## src/hw/atcc_params.svh

```systemverilog
// Offsets, field positions, reset values and timing counts of the async timer
`ifndef ATCC_PARAMS_SVH
`define ATCC_PARAMS_SVH

`define ATCC_OFS_CTRL_A    8'hB0
`define ATCC_OFS_CTRL_B    8'hB1
`define ATCC_OFS_COUNT     8'hB2
`define ATCC_OFS_CMP_A     8'hB3
`define ATCC_OFS_CMP_B     8'hB4
`define ATCC_OFS_STATUS    8'hB6
`define ATCC_OFS_FLAGS     8'hB7
`define ATCC_OFS_GTC       8'hB8

`define ATCC_RESET_VAL     8'h00
`define ATCC_CTRL_A_MASK   8'hF3
`define ATCC_CTRL_B_MASK   8'h0F
`define ATCC_MAX           8'hFF
`define ATCC_BOTTOM        8'h00

`define ATCC_CA_OMA_HI     7
`define ATCC_CA_OMA_LO     6
`define ATCC_CB_WAVE_HI    3
`define ATCC_CB_CS_HI      2
`define ATCC_ST_ASYNC      5
`define ATCC_FL_OVF        0
`define ATCC_FL_CMPA       1
`define ATCC_GTC_PSR       1

`define ATCC_HOLD_EDGES    2'h2
`define ATCC_FLAG_SYNC     3
`define ATCC_WAKE_HOLD     3'h4

`endif

```

## src/hw/atcc_pkg.sv

```systemverilog
// Types shared by the async timer block
package atcc_pkg;
   typedef struct packed {
      logic [7:0] addr;
      logic [7:0] wdata;
      logic       wr;
      logic       rd;
   } atcc_bus_t;

   typedef struct packed {
      logic oc;
      logic oc_override;
      logic port_disc;
      logic osc_en;
   } atcc_pins_t;

   typedef enum logic [2:0] {
      ATCC_K_NORMAL,
      ATCC_K_PC,
      ATCC_K_CTC,
      ATCC_K_FAST,
      ATCC_K_RSVD
   } atcc_kind_t;

   typedef enum logic [1:0] {
      ATCC_WK_IDLE,
      ATCC_WK_WAIT,
      ATCC_WK_HOLD
   } atcc_wake_t;
endpackage : atcc_pkg

```

## src/hw/atcc_timer.sv

```systemverilog
// Functional notes
// - In async mode writes go via holding register, land after two oscillator edges
// - Each of five buffered registers owns its holding register
// - Status shows a busy bit per buffered register, clearing on transfer
// - Compare matching is suppressed while counter or compare A writes are pending
// - Async interrupt flags reach the CPU after three cycles plus one tick
// - Compare output changes on the timer tick, not resynchronised
// - CPU reads a counter copy refreshed per oscillator edge and frozen while asleep in async mode, every cycle otherwise
// - Wake starts on the tick after the event, then CPU held four cycles
// - Default source is system clock; async select uses oscillator, frees port
// - Prescaler taps: stop, 1, 8, 32, 64, 128, 256, 1024
// - Writing one to prescaler reset bit clears the prescaler
// - Nonzero output mode overrides port; software sets pin direction
// - Non-PWM modes: 0 off, 1 toggle, 2 clear, 3 set on match
// - Fast PWM: 1 toggle only with wave high bit; 2/3 match and bottom
// - Fast PWM with compare at TOP and mode high bit: act at bottom only
// - Phase correct: 2 clears up-count match, sets down; 3 reverse
// - Phase correct with compare at TOP and mode high bit: act at TOP
// - Oscillator runs only with async select set, and not in power-down and standby
// - Three-bit wave field selects normal, phase correct, CTC, fast PWM
//
// Strobed register access is this design's own decision.
`include "atcc_params.svh"
module atcc_timer (
   // Clock and reset
   input  wire logic               clk_in,
   input  wire logic               reset_in,
   // Register port
   input  wire atcc_pkg::atcc_bus_t bus_in,
   output logic [7:0]              rdata_out,
   // Oscillator pin
   input  wire logic               osc_in_pin_in,
   // Power state
   input  wire logic               sleep_in,
   input  wire logic               deep_sleep_in,
   // Pins and wake
   output atcc_pkg::atcc_pins_t    pins_out,
   output logic                    wake_out,
   output logic                    cpu_halt_out
);
   function automatic logic [7:0] hold_ofs(input int idx);
      case (idx)
         0:       hold_ofs = `ATCC_OFS_CTRL_B;
         1:       hold_ofs = `ATCC_OFS_CTRL_A;
         2:       hold_ofs = `ATCC_OFS_CMP_B;
         3:       hold_ofs = `ATCC_OFS_CMP_A;
         default: hold_ofs = `ATCC_OFS_COUNT;
      endcase
   endfunction : hold_ofs

   function automatic logic tap_hit(input logic [2:0] cs, input logic [9:0] p);
      unique case (cs)
         3'h0: tap_hit = 1'b0;
         3'h1: tap_hit = 1'b1;
         3'h2: tap_hit = &p[2:0];
         3'h3: tap_hit = &p[4:0];
         3'h4: tap_hit = &p[5:0];
         3'h5: tap_hit = &p[6:0];
         3'h6: tap_hit = &p[7:0];
         3'h7: tap_hit = &p[9:0];
      endcase
   endfunction : tap_hit

   function automatic atcc_pkg::atcc_kind_t kind_of(input logic [2:0] w);
      unique case (w)
         3'h0:      kind_of = atcc_pkg::ATCC_K_NORMAL;
         3'h1, 3'h5: kind_of = atcc_pkg::ATCC_K_PC;
         3'h2:      kind_of = atcc_pkg::ATCC_K_CTC;
         3'h3, 3'h7: kind_of = atcc_pkg::ATCC_K_FAST;
         default:   kind_of = atcc_pkg::ATCC_K_RSVD;
      endcase
   endfunction : kind_of

   // Oscillator edge and holding registers
   logic       osc_rise, src_tick;
   logic [4:0] hold_wr, busy, load;
   logic [7:0] held [5];
   logic [7:0] dest [5];
   logic       async_r;

   atcc_sync u_osc (
      .clk_in   (clk_in),
      .reset_in (reset_in),
      .pin_in   (osc_in_pin_in),
      .rise_out (osc_rise)
   );

   // Source tick is every system cycle until async select is set
   assign src_tick = async_r ? osc_rise : 1'b1;

   for (genvar i = 0; i < 5; i++) begin : g_hold
      assign hold_wr[i] = bus_in.wr && (bus_in.addr == hold_ofs(i));
      atcc_hold #(.WIDTH(8)) u_hold (
         .clk_in   (clk_in),
         .reset_in (reset_in),
         .wr_in    (hold_wr[i]),
         .data_in  (bus_in.wdata),
         .edge_in  (src_tick),
         .busy_out (busy[i]),
         .load_out (load[i]),
         .held_out (held[i]),
         .dest_out (dest[i])
      );
   end

   // Decoded configuration
   logic [7:0] ctrl_a, ctrl_b, cmp_a, top;
   logic [1:0] oma;
   logic [2:0] wave;
   atcc_pkg::atcc_kind_t kind;
   assign ctrl_b = dest[0] & `ATCC_CTRL_B_MASK;
   assign ctrl_a = dest[1] & `ATCC_CTRL_A_MASK;
   assign cmp_a  = dest[3];
   assign oma    = ctrl_a[`ATCC_CA_OMA_HI:`ATCC_CA_OMA_LO];
   assign wave   = {ctrl_b[`ATCC_CB_WAVE_HI], ctrl_a[1:0]};
   assign kind   = kind_of(wave);
   assign top    = (wave == 3'h5 || wave == 3'h7 || wave == 3'h2) ? cmp_a : `ATCC_MAX;

   // Timer core state
   logic [9:0] presc_r, presc_nxt;
   logic [7:0] cnt_r, cnt_nxt, copy_r, copy_nxt;
   logic       up_r, up_nxt, oc_r, oc_nxt;
   logic       tick, match, ovf_ev, cmp_ev, psr_wr, at_top;

   assign psr_wr = bus_in.wr && bus_in.addr == `ATCC_OFS_GTC && bus_in.wdata[`ATCC_GTC_PSR];
   assign tick   = src_tick && tap_hit(ctrl_b[`ATCC_CB_CS_HI:0], presc_r);
   assign at_top = cnt_r == top;
   // Pending counter or compare A write blocks matching
   assign match  = tick && cnt_r == cmp_a && !busy[4] && !busy[3];
   assign cmp_ev = match;

   always_comb begin
      presc_nxt = presc_r;
      cnt_nxt   = cnt_r;
      up_nxt    = up_r;
      oc_nxt    = oc_r;
      copy_nxt  = copy_r;
      ovf_ev    = 1'b0;
      if (psr_wr) begin
         presc_nxt = 10'h000;
      end else if (src_tick) begin
         presc_nxt = presc_r + 10'h001;
      end
      if (tick) begin
         unique case (kind)
            atcc_pkg::ATCC_K_PC: begin
               if (up_r) begin
                  up_nxt  = !at_top;
                  cnt_nxt = at_top ? cnt_r - 8'h01 : cnt_r + 8'h01;
               end else begin
                  up_nxt  = cnt_r == `ATCC_BOTTOM;
                  ovf_ev  = cnt_r == `ATCC_BOTTOM;
                  cnt_nxt = up_nxt ? cnt_r + 8'h01 : cnt_r - 8'h01;
               end
            end
            atcc_pkg::ATCC_K_CTC: begin
               cnt_nxt = (cnt_r == cmp_a) ? `ATCC_BOTTOM : cnt_r + 8'h01;
               ovf_ev  = cnt_r == `ATCC_MAX;
            end
            atcc_pkg::ATCC_K_FAST: begin
               cnt_nxt = at_top ? `ATCC_BOTTOM : cnt_r + 8'h01;
               ovf_ev  = at_top;
            end
            default: begin
               cnt_nxt = cnt_r + 8'h01;
               ovf_ev  = cnt_r == `ATCC_MAX;
            end
         endcase
         // Output follows the tick directly, no resynchronising stage
         unique case (kind)
            atcc_pkg::ATCC_K_FAST: begin
               if (oma == 2'h1) begin
                  if (match && wave[2]) oc_nxt = !oc_r;
               end else if (oma[1]) begin
                  if (at_top) begin
                     oc_nxt = !oma[0];
                  end else if (match && cmp_a != top) begin
                     oc_nxt = oma[0];
                  end
               end
            end
            atcc_pkg::ATCC_K_PC: begin
               if (oma == 2'h1) begin
                  if (match && wave[2]) oc_nxt = !oc_r;
               end else if (oma[1]) begin
                  if (cmp_a == top) begin
                     if (at_top && up_r) oc_nxt = !oma[0];
                  end else if (match) begin
                     oc_nxt = up_r ? oma[0] : !oma[0];
                  end
               end
            end
            default: begin
               if (match) begin
                  unique case (oma)
                     2'h0: oc_nxt = oc_r;
                     2'h1: oc_nxt = !oc_r;
                     2'h2: oc_nxt = 1'b0;
                     2'h3: oc_nxt = 1'b1;
                  endcase
               end
            end
         endcase
      end
      if (load[4]) begin
         cnt_nxt = held[4];
      end
      // In async mode the CPU copy is frozen while asleep, so it shows the old count after wake
      if (!async_r) begin
         copy_nxt = cnt_nxt;
      end else if (osc_rise && !sleep_in) begin
         copy_nxt = cnt_r;
      end
   end

   always_ff @(posedge clk_in) begin
      if (reset_in) begin
         presc_r <= 10'h000;
         cnt_r   <= `ATCC_RESET_VAL;
         copy_r  <= `ATCC_RESET_VAL;
         up_r    <= 1'b1;
         oc_r    <= 1'b0;
      end else begin
         presc_r <= presc_nxt;
         cnt_r   <= cnt_nxt;
         copy_r  <= copy_nxt;
         up_r    <= up_nxt;
         oc_r    <= oc_nxt;
      end
   end

   // Flag crossing, register port and pins
   logic [`ATCC_FLAG_SYNC-1:0] ovf_pipe_r, ovf_pipe_nxt, cmp_pipe_r, cmp_pipe_nxt;
   logic [1:0] flags_r, flags_nxt, flag_set;
   logic [7:0] rdata_r, rdata_nxt;
   logic       async_nxt;
   atcc_pkg::atcc_pins_t pins_r, pins_nxt;

   always_comb begin
      ovf_pipe_nxt = {ovf_pipe_r[`ATCC_FLAG_SYNC-2:0], ovf_ev};
      cmp_pipe_nxt = {cmp_pipe_r[`ATCC_FLAG_SYNC-2:0], cmp_ev};
      // Async flags ride a three-cycle pipe behind the tick
      flag_set  = async_r ? {cmp_pipe_r[`ATCC_FLAG_SYNC-1], ovf_pipe_r[`ATCC_FLAG_SYNC-1]}
                          : {cmp_ev, ovf_ev};
      flags_nxt = flags_r;
      async_nxt = async_r;
      rdata_nxt = `ATCC_RESET_VAL;
      if (bus_in.wr && bus_in.addr == `ATCC_OFS_FLAGS) begin
         flags_nxt = flags_r & ~bus_in.wdata[1:0];
      end
      flags_nxt = flags_nxt | flag_set;
      if (bus_in.wr && bus_in.addr == `ATCC_OFS_STATUS) begin
         async_nxt = bus_in.wdata[`ATCC_ST_ASYNC];
      end
      if (bus_in.rd) begin
         unique case (bus_in.addr)
            `ATCC_OFS_CTRL_A: rdata_nxt = ctrl_a;
            `ATCC_OFS_CTRL_B: rdata_nxt = ctrl_b;
            `ATCC_OFS_COUNT:  rdata_nxt = copy_r;
            `ATCC_OFS_CMP_A:  rdata_nxt = dest[3];
            `ATCC_OFS_CMP_B:  rdata_nxt = dest[2];
            `ATCC_OFS_STATUS: rdata_nxt = {2'h0, async_r, busy};
            `ATCC_OFS_FLAGS:  rdata_nxt = {6'h00, flags_r};
            default:          rdata_nxt = `ATCC_RESET_VAL;
         endcase
      end
      pins_nxt.oc          = oc_nxt;
      pins_nxt.oc_override = |oma;
      pins_nxt.port_disc   = async_nxt;
      pins_nxt.osc_en      = async_nxt && !deep_sleep_in;
   end

   always_ff @(posedge clk_in) begin
      if (reset_in) begin
         ovf_pipe_r <= '0;
         cmp_pipe_r <= '0;
         flags_r    <= 2'h0;
         async_r    <= 1'b0;
         rdata_r    <= `ATCC_RESET_VAL;
         pins_r     <= '0;
      end else begin
         ovf_pipe_r <= ovf_pipe_nxt;
         cmp_pipe_r <= cmp_pipe_nxt;
         flags_r    <= flags_nxt;
         async_r    <= async_nxt;
         rdata_r    <= rdata_nxt;
         pins_r     <= pins_nxt;
      end
   end

   // Wake sequencing
   atcc_pkg::atcc_wake_t wk_r, wk_nxt;
   logic [2:0] halt_cnt_r, halt_cnt_nxt;
   logic       wake_r, wake_nxt, halt_r, halt_nxt;

   always_comb begin
      wk_nxt       = wk_r;
      halt_cnt_nxt = halt_cnt_r;
      wake_nxt     = 1'b0;
      halt_nxt     = 1'b0;
      unique case (wk_r)
         atcc_pkg::ATCC_WK_IDLE: begin
            if (sleep_in && |flag_set) wk_nxt = atcc_pkg::ATCC_WK_WAIT;
         end
         atcc_pkg::ATCC_WK_WAIT: begin
            // Waiting one tick guarantees the counter has moved on
            if (tick) begin
               wk_nxt       = atcc_pkg::ATCC_WK_HOLD;
               wake_nxt     = 1'b1;
               halt_nxt     = 1'b1;
               halt_cnt_nxt = `ATCC_WAKE_HOLD - 3'h1;
            end
         end
         atcc_pkg::ATCC_WK_HOLD: begin
            if (halt_cnt_r == 3'h0) begin
               wk_nxt = atcc_pkg::ATCC_WK_IDLE;
            end else begin
               halt_nxt     = 1'b1;
               halt_cnt_nxt = halt_cnt_r - 3'h1;
            end
         end
      endcase
   end

   always_ff @(posedge clk_in) begin
      if (reset_in) begin
         wk_r       <= atcc_pkg::ATCC_WK_IDLE;
         halt_cnt_r <= 3'h0;
         wake_r     <= 1'b0;
         halt_r     <= 1'b0;
      end else begin
         wk_r       <= wk_nxt;
         halt_cnt_r <= halt_cnt_nxt;
         wake_r     <= wake_nxt;
         halt_r     <= halt_nxt;
      end
   end

   assign rdata_out    = rdata_r;
   assign pins_out     = pins_r;
   assign wake_out     = wake_r;
   assign cpu_halt_out = halt_r;

   a_match_while_busy: assert property (@(posedge clk_in) disable iff (reset_in)
      (busy[4] || busy[3]) |-> !cmp_ev) else $error("match during pending write");
   a_flag_sync_delay: assert property (@(posedge clk_in) disable iff (reset_in)
      (async_r && cmp_ev) ##1 async_r[*3] |=> flags_r[`ATCC_FL_CMPA])
      else $error("compare flag late");
   a_halt_four_cycles: assert property (@(posedge clk_in) disable iff (reset_in)
      $rose(cpu_halt_out) |-> cpu_halt_out[*4] ##1 !cpu_halt_out)
      else $error("halt length wrong");
   a_wake_on_tick: assert property (@(posedge clk_in) disable iff (reset_in)
      wake_out |-> $past(tick)) else $error("wake not on tick");
   a_oc_toggle_match: assert property (@(posedge clk_in) disable iff (reset_in)
      (match && kind == atcc_pkg::ATCC_K_NORMAL && oma == 2'h1 && !load[4])
      |=> pins_out.oc != $past(oc_r)) else $error("toggle missed");
   a_pc_up_clear: assert property (@(posedge clk_in) disable iff (reset_in)
      (match && kind == atcc_pkg::ATCC_K_PC && oma == 2'h2 && up_r && cmp_a != top)
      |=> !pins_out.oc) else $error("up match did not clear");
   a_presc_reset: assert property (@(posedge clk_in) disable iff (reset_in)
      psr_wr |=> presc_r == 10'h000) else $error("prescaler not reset");
   a_override_pin: assert property (@(posedge clk_in) disable iff (reset_in)
      (|oma) |=> pins_out.oc_override) else $error("override missing");
   a_osc_power_down: assert property (@(posedge clk_in) disable iff (reset_in)
      deep_sleep_in |=> !pins_out.osc_en) else $error("oscillator left on");
   a_copy_frozen: assert property (@(posedge clk_in) disable iff (reset_in)
      (async_r && $past(async_r) && !$past(osc_rise)) |-> $stable(copy_r))
      else $error("copy moved without edge");
   c_async_transfer: cover property (@(posedge clk_in) disable iff (reset_in)
      async_r && hold_wr[3] ##[1:200] load[3]);
   c_fast_pwm_bottom: cover property (@(posedge clk_in) disable iff (reset_in)
      tick && kind == atcc_pkg::ATCC_K_FAST && at_top && oma[1]);
   c_wake_sequence: cover property (@(posedge clk_in) disable iff (reset_in)
      wake_out ##4 !cpu_halt_out);
endmodule : atcc_timer

```

## src/hw/atcc_sync.sv

```systemverilog
// Three-stage pin synchroniser with agreement filter and rising-edge pulse
module atcc_sync (
   // Clock and reset
   input  wire logic clk_in,
   input  wire logic reset_in,
   // Pin and result
   input  wire logic pin_in,
   output logic      rise_out
);
   logic s1_r, s2_r, s3_r, lvl_r, rise_r;
   logic lvl_nxt, rise_nxt;

   // Edge is only seen reliably while the system clock is well above the pin rate
   always_comb begin
      lvl_nxt  = (s2_r == s3_r) ? s3_r : lvl_r;
      rise_nxt = lvl_nxt & ~lvl_r;
   end

   always_ff @(posedge clk_in) begin
      if (reset_in) begin
         s1_r   <= 1'b0;
         s2_r   <= 1'b0;
         s3_r   <= 1'b0;
         lvl_r  <= 1'b0;
         rise_r <= 1'b0;
      end else begin
         s1_r   <= pin_in;
         s2_r   <= s1_r;
         s3_r   <= s2_r;
         lvl_r  <= lvl_nxt;
         rise_r <= rise_nxt;
      end
   end

   assign rise_out = rise_r;
endmodule : atcc_sync

```

## src/hw/atcc_hold.sv

```systemverilog
// Holding register that moves a written value after two source edges
`include "atcc_params.svh"
module atcc_hold #(
   parameter int WIDTH = 8
) (
   // Clock and reset
   input  wire logic             clk_in,
   input  wire logic             reset_in,
   // Write side
   input  wire logic             wr_in,
   input  wire logic [WIDTH-1:0] data_in,
   input  wire logic             edge_in,
   // Status and destination
   output logic                  busy_out,
   output logic                  load_out,
   output logic [WIDTH-1:0]      held_out,
   output logic [WIDTH-1:0]      dest_out
);
   logic [1:0]       count_r, count_nxt;
   logic             busy_r, busy_nxt, load_r, load_nxt;
   logic [WIDTH-1:0] held_r, held_nxt, dest_r, dest_nxt;

   always_comb begin
      count_nxt = count_r;
      busy_nxt  = busy_r;
      held_nxt  = held_r;
      dest_nxt  = dest_r;
      load_nxt  = 1'b0;
      if (wr_in) begin
         // A fresh write restarts the transfer
         held_nxt  = data_in;
         busy_nxt  = 1'b1;
         count_nxt = 2'h0;
      end else if (busy_r && edge_in) begin
         if (count_r == `ATCC_HOLD_EDGES - 2'h1) begin
            busy_nxt = 1'b0;
            load_nxt = 1'b1;
            dest_nxt = held_r;
         end else begin
            count_nxt = count_r + 2'h1;
         end
      end
   end

   always_ff @(posedge clk_in) begin
      if (reset_in) begin
         count_r <= 2'h0;
         busy_r  <= 1'b0;
         load_r  <= 1'b0;
         held_r  <= '0;
         dest_r  <= '0;
      end else begin
         count_r <= count_nxt;
         busy_r  <= busy_nxt;
         load_r  <= load_nxt;
         held_r  <= held_nxt;
         dest_r  <= dest_nxt;
      end
   end

   assign busy_out = busy_r;
   assign load_out = load_r;
   assign held_out = held_r;
   assign dest_out = dest_r;

   a_hold_write_busy: assert property (@(posedge clk_in) disable iff (reset_in)
      wr_in |=> busy_out) else $error("busy not set after write");
   a_hold_two_edges: assert property (@(posedge clk_in) disable iff (reset_in)
      $rose(busy_out) ##0 (!edge_in && !wr_in)[*2] |=> !load_out)
      else $error("transfer before two edges");
   c_hold_transfer: cover property (@(posedge clk_in) disable iff (reset_in)
      $rose(busy_out) ##[1:50] load_out);
endmodule : atcc_hold

```

## config.mk

```make
export PLATFORM = sky130hd
export DESIGN_NAME = atcc_timer
export DESIGN_NICKNAME = d
export VERILOG_FILES = /design/src/hw/atcc_pkg.sv /design/src/hw/atcc_timer.sv /design/src/hw/atcc_sync.sv /design/src/hw/atcc_hold.sv
export VERILOG_INCLUDE_DIRS = /design/src /design/src/hw
export SDC_FILE = /design/constraint.sdc
export NUM_CORES = 1
export LEC_CHECK = 0
export BUFFER_PORTS_ARGS = -buffer_cell sky130_fd_sc_hd__buf_4
export CAP_MARGIN = 30
export CELL_PAD_IN_SITES_DETAIL_PLACEMENT = 0
export CELL_PAD_IN_SITES_GLOBAL_PLACEMENT = 1
export CORE_MARGIN = 5
export CORE_UTILIZATION = 30
export DETAILED_ROUTE_END_ITERATION = 10
export HOLD_SLACK_MARGIN = 0.15
export PLACE_DENSITY_LB_ADDON = 0.05
export SYNTH_ARGS = -nofsm -noshare
export SYNTH_HDL_FRONTEND = slang
export SYNTH_SLANG_ARGS = --single-unit
export TNS_END_PERCENT = 1
```

## constraint.sdc

```tcl
create_clock -name clk_in -period 3.6 [get_ports clk_in]
set_clock_uncertainty 0.2 [all_clocks]
set_input_delay 0.36 -clock clk_in [delete_from_list [all_inputs] [get_ports clk_in]]
set_output_delay 0.36 -clock clk_in [all_outputs]
set_load 0.05 [all_outputs]
```

Word level (Yosys, flattened, before mapping) --
Index checks and enable logic that the tools add are counted.
Word-level totals: bits in registers 139, output and inout bits 14, logic and storage cells 269
Operators by class: add/subtract/negate cells 9, equality and inequality tests 50, muxes and demuxes 64, bitwise operators 17, reduce and logical (&&, ||, !) cells 88
Operator list (number):
- 8-bit 2-to-1 mux | 10
- 8-bit equality test (second input constant) | 9
- 8-bit case mux with 7 select lines | 1
- 1-bit 2-to-1 mux | 37
- 8-bit equality test | 3
- 1-bit logical AND | 24
- 8-bit case mux with 3 select lines | 1
- 2-bit OR reduction | 12
- 2-bit AND reduction | 11
- 2-bit nonzero test | 11
- 3-bit AND reduction | 7
- 3-bit by 2-bit equality test with 1-bit output (second input constant) | 6
- 3-bit equality test (second input constant) | 6
- 8-bit AND reduction | 2
- 2-bit by 1-bit equality test with 1-bit output (second input constant) | 7
- 1-bit NOT | 13
- 4-bit != test (second input constant) | 3
- 3-bit case mux with 4 select lines | 1
- 10-bit by 1-bit adder with 10-bit output (second input constant) | 1
- 2-bit by 1-bit adder with 2-bit output (second input constant) | 5
- 2-bit 2-to-1 mux | 5
- 10-bit AND reduction | 1
- 3-bit by 1-bit equality test with 1-bit output (second input constant) | 3
- 3-bit zero test | 3
- other kinds (29) | 46

Depth between registers and ports, before layout --
Gate-level depths: netlist of the first run.
depth in word-level cells 13, mapped depth 12, mapped depth without buffers 11

Hierarchy --
From an unflattened synthesis of the first run, not the netlist that was laid out.
Second synthesis, totals: cell total of the unflattened synthesis 879, area, all modules 7993.9 sq um
Modules (own cells, without submodules):
- atcc_hold | instances 5, cells an instance 80, area each 837.1 sq um
- atcc_timer | instances 1, cells an instance 467, area each 3659.8 sq um
- atcc_sync | instances 1, cells an instance 12, area each 148.9 sq um

Least setup slack after synthesis of the first run --
No wires, ideal clock.
kind flip-flop to flip-flop, from reg cnt_r[1], to reg copy_r[6], setup time 0.134 ns, arrival 2.471 ns, required time 3.266 ns, slack 0.795 ns, stages on the path, launching flop included 10, buffers on the path 1, clock period less this slack 2.805 ns, cell sequence dfxtp_1 buf_2 nand4_4 or4_4 a21boi_4 nand4bb_2 nand2_1 mux2_2 a2111oi_2 o22ai_1
Between the ends: word-level cells in the longest chain between the ends 7, elaborated cells between the ends (all ways) 14, classes of those cells add/sub (2); eq/ne (2); mux (9); reduce/logical (1)
Ends and longest elaborated chain:
- from (decl) | RTL line atcc_timer.sv:121 | logic [7:0] cnt_r, cnt_nxt, copy_r, copy_nxt;
- from (signal assigned) | RTL line atcc_timer.sv:219 | cnt_r <= `ATCC_RESET_VAL;
- from (signal assigned) | RTL line atcc_timer.sv:225 | cnt_r <= cnt_nxt;
- 8-bit by 1-bit subtractor with 8-bit output, or another cell as far along | RTL line atcc_timer.sv:149, atcc_timer.sv:153
- 8-bit 2-to-1 mux, on equally long branches | RTL line atcc_timer.sv:153, atcc_timer.sv:149
- 8-bit 2-to-1 mux | RTL line atcc_timer.sv:147 | if (up_r) begin
- 8-bit case mux with 3 select lines * | RTL line atcc_timer.sv:145 | unique case (kind)
- 8-bit 2-to-1 mux * | RTL line atcc_timer.sv:144 | if (tick) begin
- 8-bit 2-to-1 mux * | RTL line atcc_timer.sv:205 | if (load[4]) begin
- 8-bit 2-to-1 mux * | RTL line atcc_timer.sv:209 | if (!async_r) begin
- to (signal assigned) | RTL line atcc_timer.sv:220 | copy_r <= `ATCC_RESET_VAL;
- to (signal assigned) | RTL line atcc_timer.sv:226 | copy_r <= copy_nxt;
- to (decl) | RTL line atcc_timer.sv:121
Mark *: on every way between the ends. The rest lies on a longest branch, timed or not. A chain may end at the register's enable or synchronous reset.

Worst setup path after layout of the first run --
from reg cnt_r[5], to reg copy_r[3]
Between the ends: word-level cells in the longest chain between the ends 7, elaborated cells between the ends (all ways) 12, classes of those cells eq/ne (2); mux (9); reduce/logical (1)
Ends and longest elaborated chain (RTL line):
- 8-bit equality test or 8-bit zero test (tied branches)
- 8-bit 2-to-1 mux, on equally long branches | atcc_timer.sv:149, atcc_timer.sv:153
- 8-bit 2-to-1 mux | atcc_timer.sv:147
- 8-bit case mux with 3 select lines * | atcc_timer.sv:145
- 8-bit 2-to-1 mux * | atcc_timer.sv:144
- 8-bit 2-to-1 mux * | atcc_timer.sv:205
- 8-bit 2-to-1 mux * | atcc_timer.sv:209
Marks and branches as above.

==> results of run 1 <==
per-layer routing:
metal	vias to the layer above	part of all wire	track usage	wire, um
met5	-	0	0	0
met4	0	0.022	0.0528	503
met3	21	0.043	0.0335	997
met2	137	0.46	0.298	10800
met1	2891	0.47	0.250	11000
li1	2997	-	-	-
power by group through the flow:
stage | sequential (W) | combinational, W | clock, W
global placement | 0.00155 | 0.000137 | 0
detailed placement | 0.00155 | 0.000136 | 0
global route | 0.00152 | 0.000160 | 0.00183
floorplan | 0.00154 | 0.0000828 | 0
finish | 0.00152 | 0.000146 | 0.00172
CTS | 0.00151 | 0.000147 | 0.00177
state kept, by name, indices dropped and copies added, names as in the netlist:
signal and count:
ovf_pipe_r 3, wake_out 1, g_hold.u_hold.busy_out 5, g_hold.u_hold.count_r 10, wk_r 2, u_osc.rise_out 1
copy_r 8, flags_r 2, halt_cnt_r 3, g_hold.u_hold.dest_out 26, rdata_out 8, u_osc.s1_r 1
g_hold.u_hold.held_out 34, cpu_halt_out 1, g_hold.u_hold.load_out 1, presc_r 10, u_osc.s2_r 1, cnt_r 8
cmp_pipe_r 3, up_r 1, u_osc.s3_r 1, pins_out 4, u_osc.lvl_r 1
layout make-up:
type	count	area, um^2	share of cell area
multi-input combinational	603	3710	0.461
sequential	135	2700	0.336
timing repair buffer	77	608	0.0756
clock buffer	18	439	0.0546
tap	280	350	0.0436
clock inverter	13	133	0.0165
inverter	27	101	0.0126
worst max-delay path: cells and delay by family, from the launching register on:
family,cells,cell delay [ps]
flops,1,580
compound gates,4,1110
simple gates,4,1330
cells by family after synthesis:
group | Yosys count | share of synthesized area
compound gates | 176 | 0.178
simple gates | 344 | 0.240
xor+xnor | 16 | 0.0208
flops | 135 | 0.401
buf+inv | 81 | 0.0499
mux | 50 | 0.0787
fa+ha+maj | 17 | 0.0316
stage by stage:
stage          hold slack [ps]  cell area [um^2]
2_1_floorplan              190              6740
3_3_place_gp               203              7350
3_5_place_dp               210              7350
4_1_cts                    166              8040
5_1_grt                    181              8040
6_report                   180              8040
final timing paths:
kind / to / slack, ps
worst min register to register: u_osc.rise_out$_SDFF_PP0_ / 220
worst max-delay path: copy_r[3]$_SDFFE_PP0P_ / 260
worst max register to register: copy_r[3]$_SDFFE_PP0P_ / 260
worst min-delay path: rdata_out[0]$_SDFF_PP0_ / 180
layout by cell type (no fill, tap or decap), types with 3 or more instances in the layout:
master         synthesis  final
a22oi_1                8      8
or3_1                  4      4
and2_1                 5      5
o41ai_1                3      3
a41oi_1                5      4
dfxtp_1              135    135
nor2b_1               14     14
xor2_1                 6      6
mux2_2                 3      3
a21oi_1               62     62
a31oi_1                5      5
dlygate4sd3_1          0     12
inv_6                  0      6
clkbuf_16              0     17
and3_1                 9      9
a2111oi_0              6      6
ha_1                  17     17
o211ai_1               6      6
a21boi_0               3      3
o21ai_0               29     29
a211oi_1               3      3
nand3_1               22     22
nor2_1                88     88
nor3_1                25     25
nand4_1               11     11
buf_4                  5     65
mux2i_1               44     44
o31ai_1                5      5
o22ai_1                6      6
nand2b_1               7      7
a221oi_1               3      3
inv_1                 24     24
clkinv_4               0      3
xnor2_1               10     10
nor4_1                 5      5
nor3b_1                9      9
nand2_1              129    129
==> reports/qor.txt, run 1 <==
Top FF cell, synth -> dfxtp_1
syn_nets -> 859
top-level I/O count -> 37
count of cell types in the netlist -> 78
PnR worst setup slack -> 256 ps
Post-Synthesis Cells -> 819
non-filler cells, final -> 1,153
# placed instances -> 1,110
fin crit share -> 0.929
relative slew slack -> 0.463
biggest area consumer among synthesized cells -> dfxtp_1
Final Hold Viols -> 0
DIE AREA -> 0.0256 mm^2
Final Core Density -> 0.366
number of diodes -> 0
clock sink count -> 135
GRT overflow -> 0
number of antenna violations at the first check in global routing -> 0
CP arrival -> 3440 ps
vias in the first global route -> 6,010
Async S/R FF share, synth -> 0
Max Cap Viol -> 0
layout cells sized above 1 -> 0.141
Psw -> 0.000837 W
core area -> 0.0220 mm^2
r2r worst-path depth -> 8
final setup fails -> 0
synthesis-stage register bit count -> 135
Routed Antenna Nets -> 0
Post-CTS Setup Bufs -> 0
# hold bufs at CTS -> 12
DR vias/cell -> 5.24
synth warn -> 0
Resized Gates After CTS -> 0
mapped cell area -> 0.00674 mm^2
Hold Path Class -> input port to register
Critical Path Start -> cnt_r[5]$_SDFF_PP0_
DRT iter0 DRCs -> 410
CP max-delay cell -> a2111oi_1
# rows -> 54
H-tree depth -> 4
CTS buffer count -> 17
maximum clock path buffer count -> 2
sequential fraction of the synthesis area -> 0.401
RD Place Congestion -> 0.899
starting density of the core -> 0.307
Die W -> 160 um
Wirelength per Cell -> 20.2 um
Sequential Power Share -> 0.448
Pint -> 0.00254 W
Critical Path, Cell by Cell -> nor2b_1, a2111oi_1, and4_1, a31oi_1, nor2_2, a2111oi_0, or3b_1, o2bb2ai_1
Critical Setup Path Class -> register to register
Area growth, synth to finish -> 19.3%
fmax -> 299 MHz
hold path startpoint -> bus_in[12]
setup TNS -> 0 ps
count of port buffers added during placement -> 36
Clock Pin Slew Worst Setup and Hold Paths -> 70 ps
commonest cells in the netlist -> 135 x dfxtp_1, 129 x nand2_1, 88 x nor2_1
Die H -> 160 um
Total Routing Usage GR -> 0.184
CTS tree -> built
via count -> 6,046
Slew Limit Fails -> 0
Worst Tran Pin Value -> 803 ps
status -> completed
RSZ-0062 raised after global routing -> false
slowest stage delay, CP -> 610 ps
Power Dens Cells -> 420 mW/mm^2
pre-CTS setup slack -> 361 ps
Nets -> 901
Clock Power Share -> 0.508
Pwr Total -> 0.00338 W
global-route wire length before repair -> 36,500 um
maximum vdd drop -> 0.000197 V
largest net degree at the start of global routing -> 66
most common cell in the synthesized netlist -> dfxtp_1
Gate power share -> 0.043
P_leak -> 2.86 nW
top cell type's share of synthesized area -> 0.401
critical path peak fanout -> 10
# fillers -> 2,271
top cells by area, synth -> dfxtp_1 40%, nand2_1 7.2%, mux2i_1 6.5%, nor2_1 4.9%, a21oi_1 4.6%
DRT Wirelength -> 23,300 um
root buffer cell -> clkbuf_16
Clock Latency Late Sink -> 420 ps
cell count of the worst hold path -> 3
Worst setup EP type -> register
Reg-to-Reg Start -> cnt_r[5]$_SDFF_PP0_
Worst Path Required -> 3700 ps
HPWL after DPL -> 17,100 um
Startpoint Class -> register
drt pass-1 iters -> 6
Sw Share -> 0.248
Syn Area/Cell -> 8.23 um^2
Post-synth EDFFs -> 0
residual DRC count -> 0
Tmin final -> 3340 ps
Power figures use the tool's default switching activity.
==> run 2: changes to the inputs <==
- ABC_AREA: default -> 1
==> run 2 against run 1 <==
- largest power group unchanged
- via count fell by 0.43%
- die area shrank 3.1%
- sequential share of layout area is 0.91 points higher
- worst hold slack lost 12 ps
- highest routed layer unchanged
- sequential power about the same
- clock-buffer cell count rose by 3
- combinational power rose by 66%
==> reports/qor.txt, run 2 <==
status -> completed
count of port buffers added during placement -> 36
Post-CTS Setup Bufs -> 0
most common cell after layout, fill and taps aside -> nand2_1
post-synthesis mux area share -> 0
Die H -> 157 um
Worst Path Buf+Inv -> 2
Final Hold Viols -> 0
Post-synth EDFFs -> 0
synth warn -> 0
Reg-to-Reg Start -> presc_r[0]$_SDFFE_PP0N_
Wirelength per Cell -> 17.8 um
top cell type's share of synthesized area -> 0.415
residual DRC count -> 0
Clock Pin Slew Worst Setup and Hold Paths -> 60 ps
core area -> 0.0216 mm^2
Area growth, synth to finish -> 20.1%
Slew Limit Fails -> 0
CTS tree -> built
top-level I/O count -> 37
number of diodes -> 0
top cells by area, synth -> dfxtp_1 41%, nand2_1 8.0%, a21oi_1 7.8%, o21ai_0 6.6%, inv_1 6.6%
CTS buffer count -> 17
Post-Synth Adder-Cell Area -> 0.0326
biggest area consumer among synthesized cells -> dfxtp_1
CP max-delay cell -> dfxtp_1
Post-Synthesis Cells -> 890
Clock Latency Late Sink -> 430 ps
CP arrival -> 2790 ps
Critical Path, Cell by Cell -> ha_1, nand3_1, inv_1, ha_1, o21ai_0, nand3_1, nand2_1, nor2_4, nand2_4, inv_4, nand2_2, nand2_1, o21ai_1, nand2_1, nand2_1, nand2_2, a21oi_1, nor2_1
mapped cell area -> 0.00652 mm^2
max reg flops -> 34
Power Dens Cells -> 482 mW/mm^2
DR top layer -> met4
slowest stage delay, CP -> 330 ps
# placed instances -> 1,183
largest net degree at the start of global routing -> 56
Tmin final -> 2660 ps
post-synthesis simple-gate area fraction -> 0.233
Worst Path Required -> 3730 ps
non-filler cells, final -> 1,225
largest family of logic cells by synthesized area -> simple AND/OR/NAND/NOR gates
Nets -> 972
number of antenna violations at the first check in global routing -> 1
critical path peak fanout -> 17
DIE AREA -> 0.0248 mm^2
setup TNS -> 0 ps
relative slew slack -> 0.560
DR vias/cell -> 4.91
Die W -> 157 um
Max Cap Viol -> 0
global-route wire length before repair -> 33,500 um
# hold bufs at CTS -> 10
drt pass-1 iters -> 8
vias in the first global route -> 5,828
Routed Antenna Nets -> 0
Synth Area in XOR/XNOR -> 0.0188
maximum vdd drop -> 0.000275 V
final setup fails -> 0
DRT iter0 DRCs -> 347
Total Routing Usage GR -> 0.180
via count -> 6,020
# rows -> 54
starting density of the core -> 0.302
most common cell type on the critical path -> nand2_1
Worst Tran Pin Value -> 658 ps
synthesis-stage register bit count -> 135
Hold Path Class -> input port to register
HPWL after DPL -> 16,300 um
Top delay family on crit path -> simple AND/OR/NAND/NOR gates
fmax -> 376 MHz
Critical Path Start -> presc_r[0]$_SDFFE_PP0N_
Critical Setup Path Class -> register to register
Startpoint Class -> register
count of cell types in the netlist -> 52
Async S/R FF share, synth -> 0
maximum clock path buffer count -> 2
fin crit share -> 0.739
hold path startpoint -> sleep_in
H-tree depth -> 4
M1 WL -> 10,400 um
commonest cells in the netlist -> 139 x nand2_1, 135 x dfxtp_1, 114 x inv_1
wire length on met2 -> 10,100 um
most common cell in the synthesized netlist -> nand2_1
clock sink count -> 135
layout cells sized above 1 -> 0.137
complex-gate fraction of the synthesized area -> 0.205
Top FF cell, synth -> dfxtp_1
DRT Wirelength -> 21,800 um
Worst setup EP type -> register
GRT overflow -> 0
RSZ-0062 raised after global routing -> false
root buffer cell -> clkbuf_16
sequential fraction of the synthesis area -> 0.415
met3 WL -> 857 um
Syn Area/Cell -> 7.32 um^2
most frequent cells in the layout -> 139 x nand2_1, 135 x dfxtp_1, 113 x inv_1
P_leak -> 3.07 nW
syn_nets -> 930
Resized Gates After CTS -> 0
RD Place Congestion -> 0.873
run 2: logic make-up after synthesis:
group,count (synthesis)
DFF,135
xor gates and xnor gates,14
buffers and inverters,160
AOI/OAI and AO/OA,242
adders and majority gates,17
and+or+nand+nor,322
run 2: worst reg2reg max path: stages (launching register included):
cell and delay [ps]:
dfxtp_1 330, ha_1 220, nand3_1 130, inv_1 80, ha_1 180, o21ai_0 160, nand3_1 80, nand2_1 110
nor2_4 60, nand2_4 190, inv_4 110, nand2_2 110, nand2_1 50, o21ai_1 110, nand2_1 120, nand2_1 90
nand2_2 70, a21oi_1 130, nor2_1 60
run 2: path summary, 6_finish.rpt:
check / cells after the start / slack [ps] / endpoint
max: 18 / 940 / wk_r[1]$_SDFFE_PP0P_
min: 5 / 170 / wk_r[1]$_SDFFE_PP0P_
max reg2reg: 18 / 940 / wk_r[1]$_SDFFE_PP0P_
min reg2reg: 2 / 200 / u_osc.s2_r$_SDFF_PP0_
run 2: layout make-up:
| class | count | area (um^2) |
|---|---|---|
| well taps | 280 | 350 |
| multi-input cells | 595 | 3190 |
| inverters | 131 | 494 |
| clock buffers | 21 | 470 |
| clock inverters | 11 | 193 |
| flip-flops and latches | 135 | 2700 |
| fillers | 2315 | 13800 |
| repair buffers | 52 | 428 |
run 2: routing by layer:
| metal | global-route usage | vias to the layer above |
|---|---|---|
| met1 | 0.239 | 2859 |
| li1 | - | 3024 |
| met2 | 0.293 | 117 |
| met5 | 0 | - |
| met3 | 0.0374 | 20 |
| met4 | 0.0574 | 0 |
run 2: through the flow:
step                 util  hold WS (ps)  power, W  setup slack (ps)  cell area (um^2)
global route        0.362           200   0.00391               621              7830
detailed placement  0.327           201   0.00181               965              7070
global placement    0.327           193   0.00180               999              7070
CTS                 0.362           168   0.00382               955              7830
finish              0.362           167   0.00377               939              7830
floorplan               -           188   0.00173              1360              6520
run 2: power by group:
part           internal, W  switching (W)  total, W
Combinational    0.0000915       0.000151  0.000242
Clock              0.00129       0.000702   0.00199
Sequential         0.00152      0.0000179   0.00154
